File: src/risc_core_pkg.sv
// Shared widths, file map, flag positions and types of the RISC core datapath
package risc_core_pkg;
    localparam int DATA_W   = 8;
    localparam int INSTR_W  = 12;
    localparam int PC_WIDTH = 10;
    localparam int FILE_AW  = 6;

    // Core-resident locations in the data file map
    localparam logic [FILE_AW-1:0] IND_ADDR    = 6'h00;
    localparam logic [FILE_AW-1:0] PCL_ADDR    = 6'h02;
    localparam logic [FILE_AW-1:0] STATUS_ADDR = 6'h03;
    localparam logic [FILE_AW-1:0] FSR_ADDR    = 6'h04;

    // Status flag positions
    localparam int C_BIT  = 0;
    localparam int DC_BIT = 1;
    localparam int Z_BIT  = 2;

    // Reset values
    localparam logic [2:0]          STATUS_RESET = 3'h0;
    localparam logic [DATA_W-1:0]   FSR_RESET    = 8'h00;
    localparam logic [DATA_W-1:0]   W_RESET      = 8'h00;
    localparam logic [INSTR_W-1:0]  IR_RESET     = 12'h000;
    localparam logic [PC_WIDTH-1:0] PC_RESET     = 10'h000;

    // Literal-class selector, instruction bits [9:8]
    localparam logic [1:0] LIT_MOV = 2'h0;
    localparam logic [1:0] LIT_ADD = 2'h1;
    localparam logic [1:0] LIT_AND = 2'h2;
    localparam logic [1:0] LIT_IOR = 2'h3;

    typedef enum logic [3:0] {
        ALU_MOVF, ALU_MOVWF, ALU_CLR, ALU_ADD, ALU_SUB, ALU_AND, ALU_IOR,
        ALU_XOR, ALU_COM, ALU_INC, ALU_DEC, ALU_RRF, ALU_RLF, ALU_SWAP, ALU_NOP
    } alu_op_type;

    typedef enum logic [1:0] {PH_ONE, PH_TWO, PH_THREE, PH_FOUR} phase_type;
endpackage

File: src/risc_core_datapath.sv
// Two-stage 8-bit RISC core: quadrature phasing, fetch pipeline, ALU, flags, core-mapped registers
`timescale 1ns/1ps
`default_nettype none

// Operation
// - Separate program and data buses, 8-bit data
// - Each instruction is one 12-bit word
// - 12-bit program bus, one word per cycle
// - Fetch overlaps execute; single-cycle instructions
// - PC-changing instructions take two cycles
// - Four phases; PC++ phase one, latch phase four
// - PC, status, pointer mapped, direct and indirect
// - Any operation on any file location
// - 8-bit ALU: add, subtract, shift, logic
// - Arithmetic is two's complement
// - Two operands: W with file or literal
// - Single operand: W or a file location
// - W is 8-bit accumulator without address
// - ALU updates carry, nibble carry, zero
// - Subtract flags are inverted borrows
module risc_core_datapath
    import risc_core_pkg::*;
#(
    parameter int PC_W = PC_WIDTH
) (
    input  wire logic               clk,          // Core clock
    input  wire logic               rst_n,        // Async reset, active low
    output logic [PC_W-1:0]         prog_addr,    // Program memory word address
    input  wire logic [INSTR_W-1:0] prog_data,    // Program memory word
    output logic [FILE_AW-1:0]      file_addr,    // Data file address
    input  wire logic [DATA_W-1:0]  file_rd_data, // Data file read word
    output logic [DATA_W-1:0]       file_wr_data, // Data file write word
    output logic                    file_wr_en,   // Data file write strobe
    output logic                    phase_one,    // First quadrature phase
    output logic                    phase_two,    // Second quadrature phase
    output logic                    phase_three,  // Third quadrature phase
    output logic                    phase_four    // Fourth quadrature phase
);
    phase_type          phase;
    phase_type          next_phase;
    logic [PC_W-1:0]    pc;
    logic [INSTR_W-1:0] ir;
    logic               ir_valid;
    logic [DATA_W-1:0]  w;
    logic [DATA_W-1:0]  fsr;
    logic [2:0]         status;
    logic [DATA_W-1:0]  opnd;

    always_comb begin
        case (phase)
            PH_ONE:   next_phase = PH_TWO;
            PH_TWO:   next_phase = PH_THREE;
            PH_THREE: next_phase = PH_FOUR;
            PH_FOUR:  next_phase = PH_ONE;
            default:  next_phase = PH_ONE;
        endcase
    end

    assign phase_one   = (phase == PH_ONE);
    assign phase_two   = (phase == PH_TWO);
    assign phase_three = (phase == PH_THREE);
    assign phase_four  = (phase == PH_FOUR);

    // whole instruction decoded from one word
    wire                  is_file  = ~ir[11];
    wire                  is_lit   = (ir[11:10] == 2'b10);
    wire                  is_goto  = (ir[11:10] == 2'b11);
    // Code 15 has no enum name; fold it onto NOP so it can never write
    wire alu_op_type      file_op  = (ir[10:7] == 4'hF) ? ALU_NOP : alu_op_type'(ir[10:7]);
    wire                  dest_f   = ir[6];
    wire [FILE_AW-1:0]    f_field  = ir[5:0];
    wire [DATA_W-1:0]     literal  = ir[7:0];
    wire [1:0]            lit_sel  = ir[9:8];

    wire alu_op_type lit_op = (lit_sel == LIT_ADD) ? ALU_ADD :
                              (lit_sel == LIT_AND) ? ALU_AND :
                              (lit_sel == LIT_IOR) ? ALU_IOR : ALU_MOVF;
    wire alu_op_type alu_op = is_file ? file_op : (is_lit ? lit_op : ALU_NOP);

    // indirect through the pointer reaches every location; pointing at location 0 reads zero and writes nothing
    wire [FILE_AW-1:0] eff_addr = (f_field == IND_ADDR) ? fsr[FILE_AW-1:0] : f_field;

    // core registers answer inside the data map
    wire [DATA_W-1:0] read_data =
        (file_addr == IND_ADDR)    ? 8'h00 :
        (file_addr == PCL_ADDR)    ? pc[DATA_W-1:0] :
        (file_addr == STATUS_ADDR) ? {5'h00, status} :
        (file_addr == FSR_ADDR)    ? fsr : file_rd_data;

    wire core_loc = (file_addr == IND_ADDR) || (file_addr == PCL_ADDR) ||
                    (file_addr == STATUS_ADDR) || (file_addr == FSR_ADDR);

    // second operand is a file word or a literal
    wire [DATA_W-1:0] alu_b = is_lit ? literal : opnd;

    logic [DATA_W-1:0] alu_res;
    logic              alu_c;
    logic              alu_dc;
    logic              aff_c;
    logic              aff_dc;
    logic              aff_z;
    logic [4:0]        nib_sum;
    logic [DATA_W:0]   full_sum;

    always_comb begin
        nib_sum  = 5'h00;
        full_sum = 9'h000;
        alu_res  = alu_b;
        alu_c    = status[C_BIT];
        alu_dc   = status[DC_BIT];
        aff_c    = 1'b0;
        aff_dc   = 1'b0;
        aff_z    = 1'b1;
        case (alu_op)
            ALU_MOVF:  alu_res = alu_b;
            ALU_MOVWF: begin
                alu_res = w;
                aff_z   = 1'b0;
            end
            ALU_CLR:   alu_res = 8'h00;
            ALU_ADD: begin
                nib_sum  = {1'b0, alu_b[3:0]} + {1'b0, w[3:0]};
                full_sum = {1'b0, alu_b} + {1'b0, w};
                alu_res  = full_sum[DATA_W-1:0];
                alu_c    = full_sum[DATA_W];
                alu_dc   = nib_sum[4];
                aff_c    = 1'b1;
                aff_dc   = 1'b1;
            end
            // carry out of b + ~w + 1 is the inverted borrow
            ALU_SUB: begin
                nib_sum  = {1'b0, alu_b[3:0]} + {1'b0, ~w[3:0]} + 5'h01;
                full_sum = {1'b0, alu_b} + {1'b0, ~w} + 9'h001;
                alu_res  = full_sum[DATA_W-1:0];
                alu_c    = full_sum[DATA_W];
                alu_dc   = nib_sum[4];
                aff_c    = 1'b1;
                aff_dc   = 1'b1;
            end
            ALU_AND:   alu_res = alu_b & w;
            ALU_IOR:   alu_res = alu_b | w;
            ALU_XOR:   alu_res = alu_b ^ w;
            ALU_COM:   alu_res = ~alu_b;
            ALU_INC:   alu_res = alu_b + 8'h01;
            ALU_DEC:   alu_res = alu_b - 8'h01;
            ALU_RRF: begin
                alu_res = {status[C_BIT], alu_b[7:1]};
                alu_c   = alu_b[0];
                aff_c   = 1'b1;
                aff_z   = 1'b0;
            end
            ALU_RLF: begin
                alu_res = {alu_b[6:0], status[C_BIT]};
                alu_c   = alu_b[7];
                aff_c   = 1'b1;
                aff_z   = 1'b0;
            end
            ALU_SWAP: begin
                alu_res = {alu_b[3:0], alu_b[7:4]};
                aff_z   = 1'b0;
            end
            default:   aff_z = 1'b0;
        endcase
    end

    // single-operand results go back to W or the file
    wire wr_file = ir_valid && is_file && alu_op != ALU_NOP && (dest_f || alu_op == ALU_MOVWF);
    wire wr_w    = ir_valid && ((is_file && !dest_f && alu_op != ALU_MOVWF && alu_op != ALU_NOP) || is_lit);
    wire wr_pcl    = wr_file && (file_addr == PCL_ADDR);
    wire wr_status = wr_file && (file_addr == STATUS_ADDR);
    wire wr_fsr    = wr_file && (file_addr == FSR_ADDR);
    wire wr_ext    = wr_file && !core_loc;
    wire branch    = ir_valid && (is_goto || wr_pcl);
    wire flag_we   = ir_valid && (is_file || is_lit) && !wr_status;

    // explicit status write beats flag update
    wire [2:0] next_status = wr_status ? alu_res[2:0] :
        {aff_z ? (alu_res == 8'h00) : status[Z_BIT],
         aff_dc ? alu_dc : status[DC_BIT],
         aff_c ? alu_c : status[C_BIT]};

    wire [PC_W-1:0] branch_target = is_goto ? ir[PC_W-1:0] : PC_W'(alu_res);

    always_ff @(posedge clk or negedge rst_n) begin
        if (!rst_n) begin
            phase <= PH_ONE;
        end else begin
            phase <= next_phase;
        end
    end

    // PC steps in phase one, branches load it in phase four
    always_ff @(posedge clk or negedge rst_n) begin
        if (!rst_n) begin
            pc        <= PC_RESET;
            prog_addr <= PC_RESET;
        end else if (phase_one) begin
            pc        <= PC_W'(pc + 1'b1);
            prog_addr <= pc;
        end else if (phase_four && branch) begin
            pc        <= branch_target;
        end
    end

    // next word latched while the current one executes
    // a branch discards the word already fetched
    always_ff @(posedge clk or negedge rst_n) begin
        if (!rst_n) begin
            ir       <= IR_RESET;
            ir_valid <= 1'b0;
        end else if (phase_four) begin
            ir       <= prog_data;
            ir_valid <= !branch;
        end
    end

    // data file accessed on its own bus
    always_ff @(posedge clk or negedge rst_n) begin
        if (!rst_n) begin
            file_addr    <= IND_ADDR;
            opnd         <= 8'h00;
            file_wr_data <= 8'h00;
            file_wr_en   <= 1'b0;
        end else begin
            if (phase_one) begin
                file_addr <= eff_addr;
            end
            if (phase_two) begin
                opnd <= read_data;
            end
            if (phase_three) begin
                file_wr_data <= alu_res;
            end
            file_wr_en <= phase_three && wr_ext;
        end
    end

    always_ff @(posedge clk or negedge rst_n) begin
        if (!rst_n) begin
            w      <= W_RESET;
            fsr    <= FSR_RESET;
            status <= STATUS_RESET;
        end else if (phase_four) begin
            if (wr_w) begin
                w <= alu_res;
            end
            if (wr_fsr) begin
                fsr <= alu_res;
            end
            if (flag_we || wr_status) begin
                status <= next_status;
            end
        end
    end
endmodule

`default_nettype wire

File: config.mk
export PLATFORM = sky130hd
export DESIGN_NAME = risc_core_datapath
export DESIGN_NICKNAME = d
export VERILOG_FILES = /design/src/risc_core_pkg.sv /design/src/risc_core_datapath.sv
export SDC_FILE = /design/constraint.sdc
export NUM_CORES = 1
export LEC_CHECK = 0
export ABC_AREA = 1
export BUFFER_PORTS_ARGS = -buffer_cell sky130_fd_sc_hd__buf_2
export CAP_MARGIN = 25
export CORE_ASPECT_RATIO = 0.5
export CORE_MARGIN = 5
export CORE_UTILIZATION = 55
export DETAILED_ROUTE_END_ITERATION = 8
export GPL_TIMING_DRIVEN = 0
export PLACE_DENSITY = 0.77
export SLEW_MARGIN = 5
export SYNTH_ARGS = -nofsm -noshare
export SYNTH_HDL_FRONTEND = slang
export SYNTH_SLANG_ARGS = --single-unit
File: constraint.sdc
create_clock -name clk -period 2.7 [get_ports clk]
set_clock_uncertainty 0.1 [all_clocks]
set_input_delay 0.405 -clock clk [delete_from_list [all_inputs] [get_ports clk]]
set_output_delay 0.405 -clock clk [all_outputs]
set_load 0.01 [all_outputs]
==> flow_summary_export.csv <==
group,metric,value,unit
outcome,status,"complete, but fails checks",
outcome,violations,"negative setup slack",
grt,grt_start_max_net_pins,41,
final_layout,layout-drive-gt1-share,0.3077,
setup_path,worstReg2RegStart,"ir[9]",
yosys,yosysWarningCount,0,
place,port_buffers,50,
sta,rsz0062_at_grt,"yes",
final_layout,n_fill_cell,788,
final_layout,multi_input_area,0.003928,mm2
floorplanning,coreArea,0.01028,mm2
floorplanning,die_x,155.5,um
setup_path,worstSetupEndpointType,"flop",
sta,finalCritPeriodShare,1.149,
yosys,synth_edf_count,0,
detailed_routing,drtIter0Drc,939,
clock_tree,insertion_delay,340,ps
setup_path,reg2reg_to,"status[0]",
yosys,synth_ff_type,"dfrtp_1",
final_layout,utilization,0.7526,
setup_path,crit_end,"status[0]",
setup_path,setup.worst_path.start,"ir[9]",
yosys,ys_ff_latch,77,
yosys,synth_cells,843,
setup_path,worstPathCellList,"inv_2 -> ha_4 -> buf_4 -> inv_1 -> o21ai_0 -> nand2_1 -> nand2_1 -> nand2_2 -> nor2_4 -> inv_2 -> nand2_2 -> nand4_1 -> a31oi_1 -> a21oi_1 -> nor2_1 -> a22oi_1",
clock_tree,clkSlewWorstSetupHoldPaths,60,ps
clock_tree,cts_htree_levels,3,
setup_path,worst-r2r-cell-count,16,
clock_tree,clockRootBuffer,"clkbuf_16",
grt,grt_antenna_before_repair,0,
final_layout,regArea,0.001931,mm2
pwr,peakVddDrop,578.1,uV
grt,grt_pass1_vias,6157,
detailed_routing,ant_nets,0,
yosys,syn_nets,904,
sta,maxSlewHeadroom,0.5342,
sta,worst_pin_slew,693.3,ps
grt,grt_usage,0.3176,
detailed_routing,dr_total_vias,6692,
setup_path,worst_ep_required_time,2800,ps
setup_path,slowest_stage,"dfrtp_2",
flow_run,drv_cap,0,
sta,finalHoldViolCount,0,
yosys,yosysSeqAreaShare,0.3308,
pwr,power_density,662.0,mW/mm2
place,dp_hpwl,14070,um
floorplanning,boundaryPins,51,
min_path,hold_path.class,"in -> reg",
yosys,syn_area,0.005826,mm2
pwr,p_total,5.121,mW
floorplanning,die_y,82.78,um
detailed_routing,drc,0,
sta,slew_viol_final,0,
setup_path,crit_path_max_fanout,8,
sta,fin_crit,3103,ps
setup_path,cpPeakStageDelay,460,ps
clock_tree,numCtsBuffers,9,
place,pre_cts_ws,-708.4,ps
setup_path,r2r_slack,-400,ps
sta,fmax,0.3223,GHz
detailed_routing,via_per_inst,6.002,
pwr,p_leak,3.830,nW
floorplanning,die-area,0.01288,mm2
setup_path,path_class,"reg -> reg",
clock_tree,cts_sinks,77,
floorplanning,start_util,0.5667,
grt,grt_first_pass_wirelength,31660,um
final_layout,syn_to_final_growth,32.80,%
detailed_routing,wl,21350,um
grt,overflow,0,
setup_path,cp.arrival,3200,ps
yosys,synthArstFlopShare,1.000,
sta,fin_ws,-402.8,ps
sta,setup_viol,31,
final_layout,nNetsFinal,1032,
yosys,yosysUniqueCellTypes,45,
floorplanning,rows,26,
final_layout,antenna_cells,0,
place,place.gp.congestion,1.016,
setup_path,startpoint_type,"flop",
sta,tns,-5618,ps
yosys,synth.avg_cell_area,6.911,um2
clock_tree,cts_tree,"yes",
detailed_routing,wire_per_inst,19.15,um
detailed_routing,first_pass_iters,6,
clock_tree,cts_max_path_buffers,2,
cells in the final DEF, fill, tap and decap left out, types with 9 or more instances in the layout:
cell / synthesis / layout
inv_2: 13 / 21
clkbuf_16: 0 / 9
buf_6: 2 / 9
o21ai_0: 80 / 62
o21ai_1: 8 / 15
ha_4: 0 / 9
nand2_2: 9 / 28
nand3_2: 2 / 11
a21oi_1: 40 / 33
nand4_1: 12 / 12
buf_4: 1 / 58
nor2_1: 62 / 49
ha_1: 36 / 23
nand3_1: 53 / 43
nand2_4: 3 / 10
buf_2: 1 / 49
dfrtp_1: 77 / 74
o21ai_2: 5 / 10
o22ai_1: 10 / 10
nor2_2: 9 / 15
nand2_1: 241 / 214
inv_1: 106 / 90
nor2_4: 4 / 11
worst min-delay path by stage:
stage                       from           end  slack (ps)  depth (start not counted)
floorplan                  rst_n  file_addr[0]           9                          0
global placement    prog_addr[8]  prog_addr[8]         350                          2
detailed placement         rst_n  prog_addr[7]         300                          1
CTS                 prog_data[9]         ir[9]         180                          3
global route        prog_data[1]         ir[1]         190                          3
finish              prog_data[7]         ir[7]         180                          3
through the flow:
| stage | area, um2 | cells | hold WS, ps |
|---|---|---|---|
| 6_report | 7736 | 1115 | 177.9 |
| 5_1_grt | 7736 | 1115 | 188.7 |
| 4_1_cts | 7156 | 1087 | 176.2 |
| 3_5_place_dp | 6356 | 1034 | 303.2 |
| 3_3_place_gp | 6334 | 1033 | 351.7 |
| 2_1_floorplan | 5908 | 843 | 9.409 |
per-layer routing:
metal	routed length, um	up-vias	global-route usage	share of wire
li1	-	3032	-	-
met1	8537	3128	0.4316	0.40
met2	9499	435	0.5065	0.44
met3	2423	97	0.06939	0.11
met4	886	0	0.1170	0.042
met5	0	-	0	0
flip-flops by register name (all words and copies together), names as in the netlist:
| register | count |
|---|---|
| pc | 10 |
| file_wr_en | 1 |
| phase | 2 |
| w | 8 |
| fsr | 8 |
| prog_addr | 10 |
| status | 3 |
| file_addr | 6 |
| opnd | 8 |
| file_wr_data | 8 |
| ir_valid | 1 |
| ir | 12 |
synth_stat cells, drive strengths merged, types with 2 or more instances:
cell       n  area, um2
nor2      75      334.1
o2111ai    2      17.52
ha        36      450.4
dfrtp     77       1927
o22ai     10      62.56
o21ai     95      516.7
nor3       9      60.06
o211ai     7      52.55
buf        5      38.78
o31ai      2      15.01
o21bai     2      15.01
nand4     13      87.58
o21a       2      15.01
a21oi     40      200.2
a31oi      7      43.79
nand3     55      285.3
a41oi      2      17.52
fa         3      60.06
inv      120      452.9
xor2       3      26.28
nand3b     2      15.01
a22oi      7      52.55
nand2    253      994.7
clkbuf    10      37.54
final cells by class:
cell class                 instances  share of cell area
multi-input combinational        631              0.5077
sequential                        77              0.2496
timing repair buffer             117              0.1067
inverter                         120             0.06162
clock buffer                      10             0.03089
tap                              140             0.02264
buffer                            15             0.01326
clock inverter                     5            0.007601
report_power, final:
group	switching (mW)	leakage (nW)	internal, mW
Combinational	1.39	2.77	0.916
Sequential	0.190	0.923	1.38
Clock	0.505	0.141	0.738
worst max-delay path: cells and delay by family (launching register included):
kind | cells | cell delay, ps
AOI/OAI and AO/OA | 4 | 750
buffers and inverters | 4 | 350
DFF | 1 | 460
adders and majority gates | 1 | 140
and+or+nand+nor | 7 | 1150
kinds of logic after synthesis:
logic type,Yosys count,synth area share
AO/OA/AOI/OAI,180,0.1787
buffers and inverters,135,0.09085
adder cells (fa/ha/maj),39,0.08763
XOR/XNOR,4,0.006015
flip-flops,77,0.3308
AND/OR/NAND/NOR,408,0.3061
repair_timing:
action,in CTS,in global routing
hold endpoints to repair,37,0
buffers inserted,38,29
gates resized for setup,64,111
setup endpoints to repair,34,35
hold buffers,1,0
pin swaps,33,45
(Power assumes the default switching activity.)
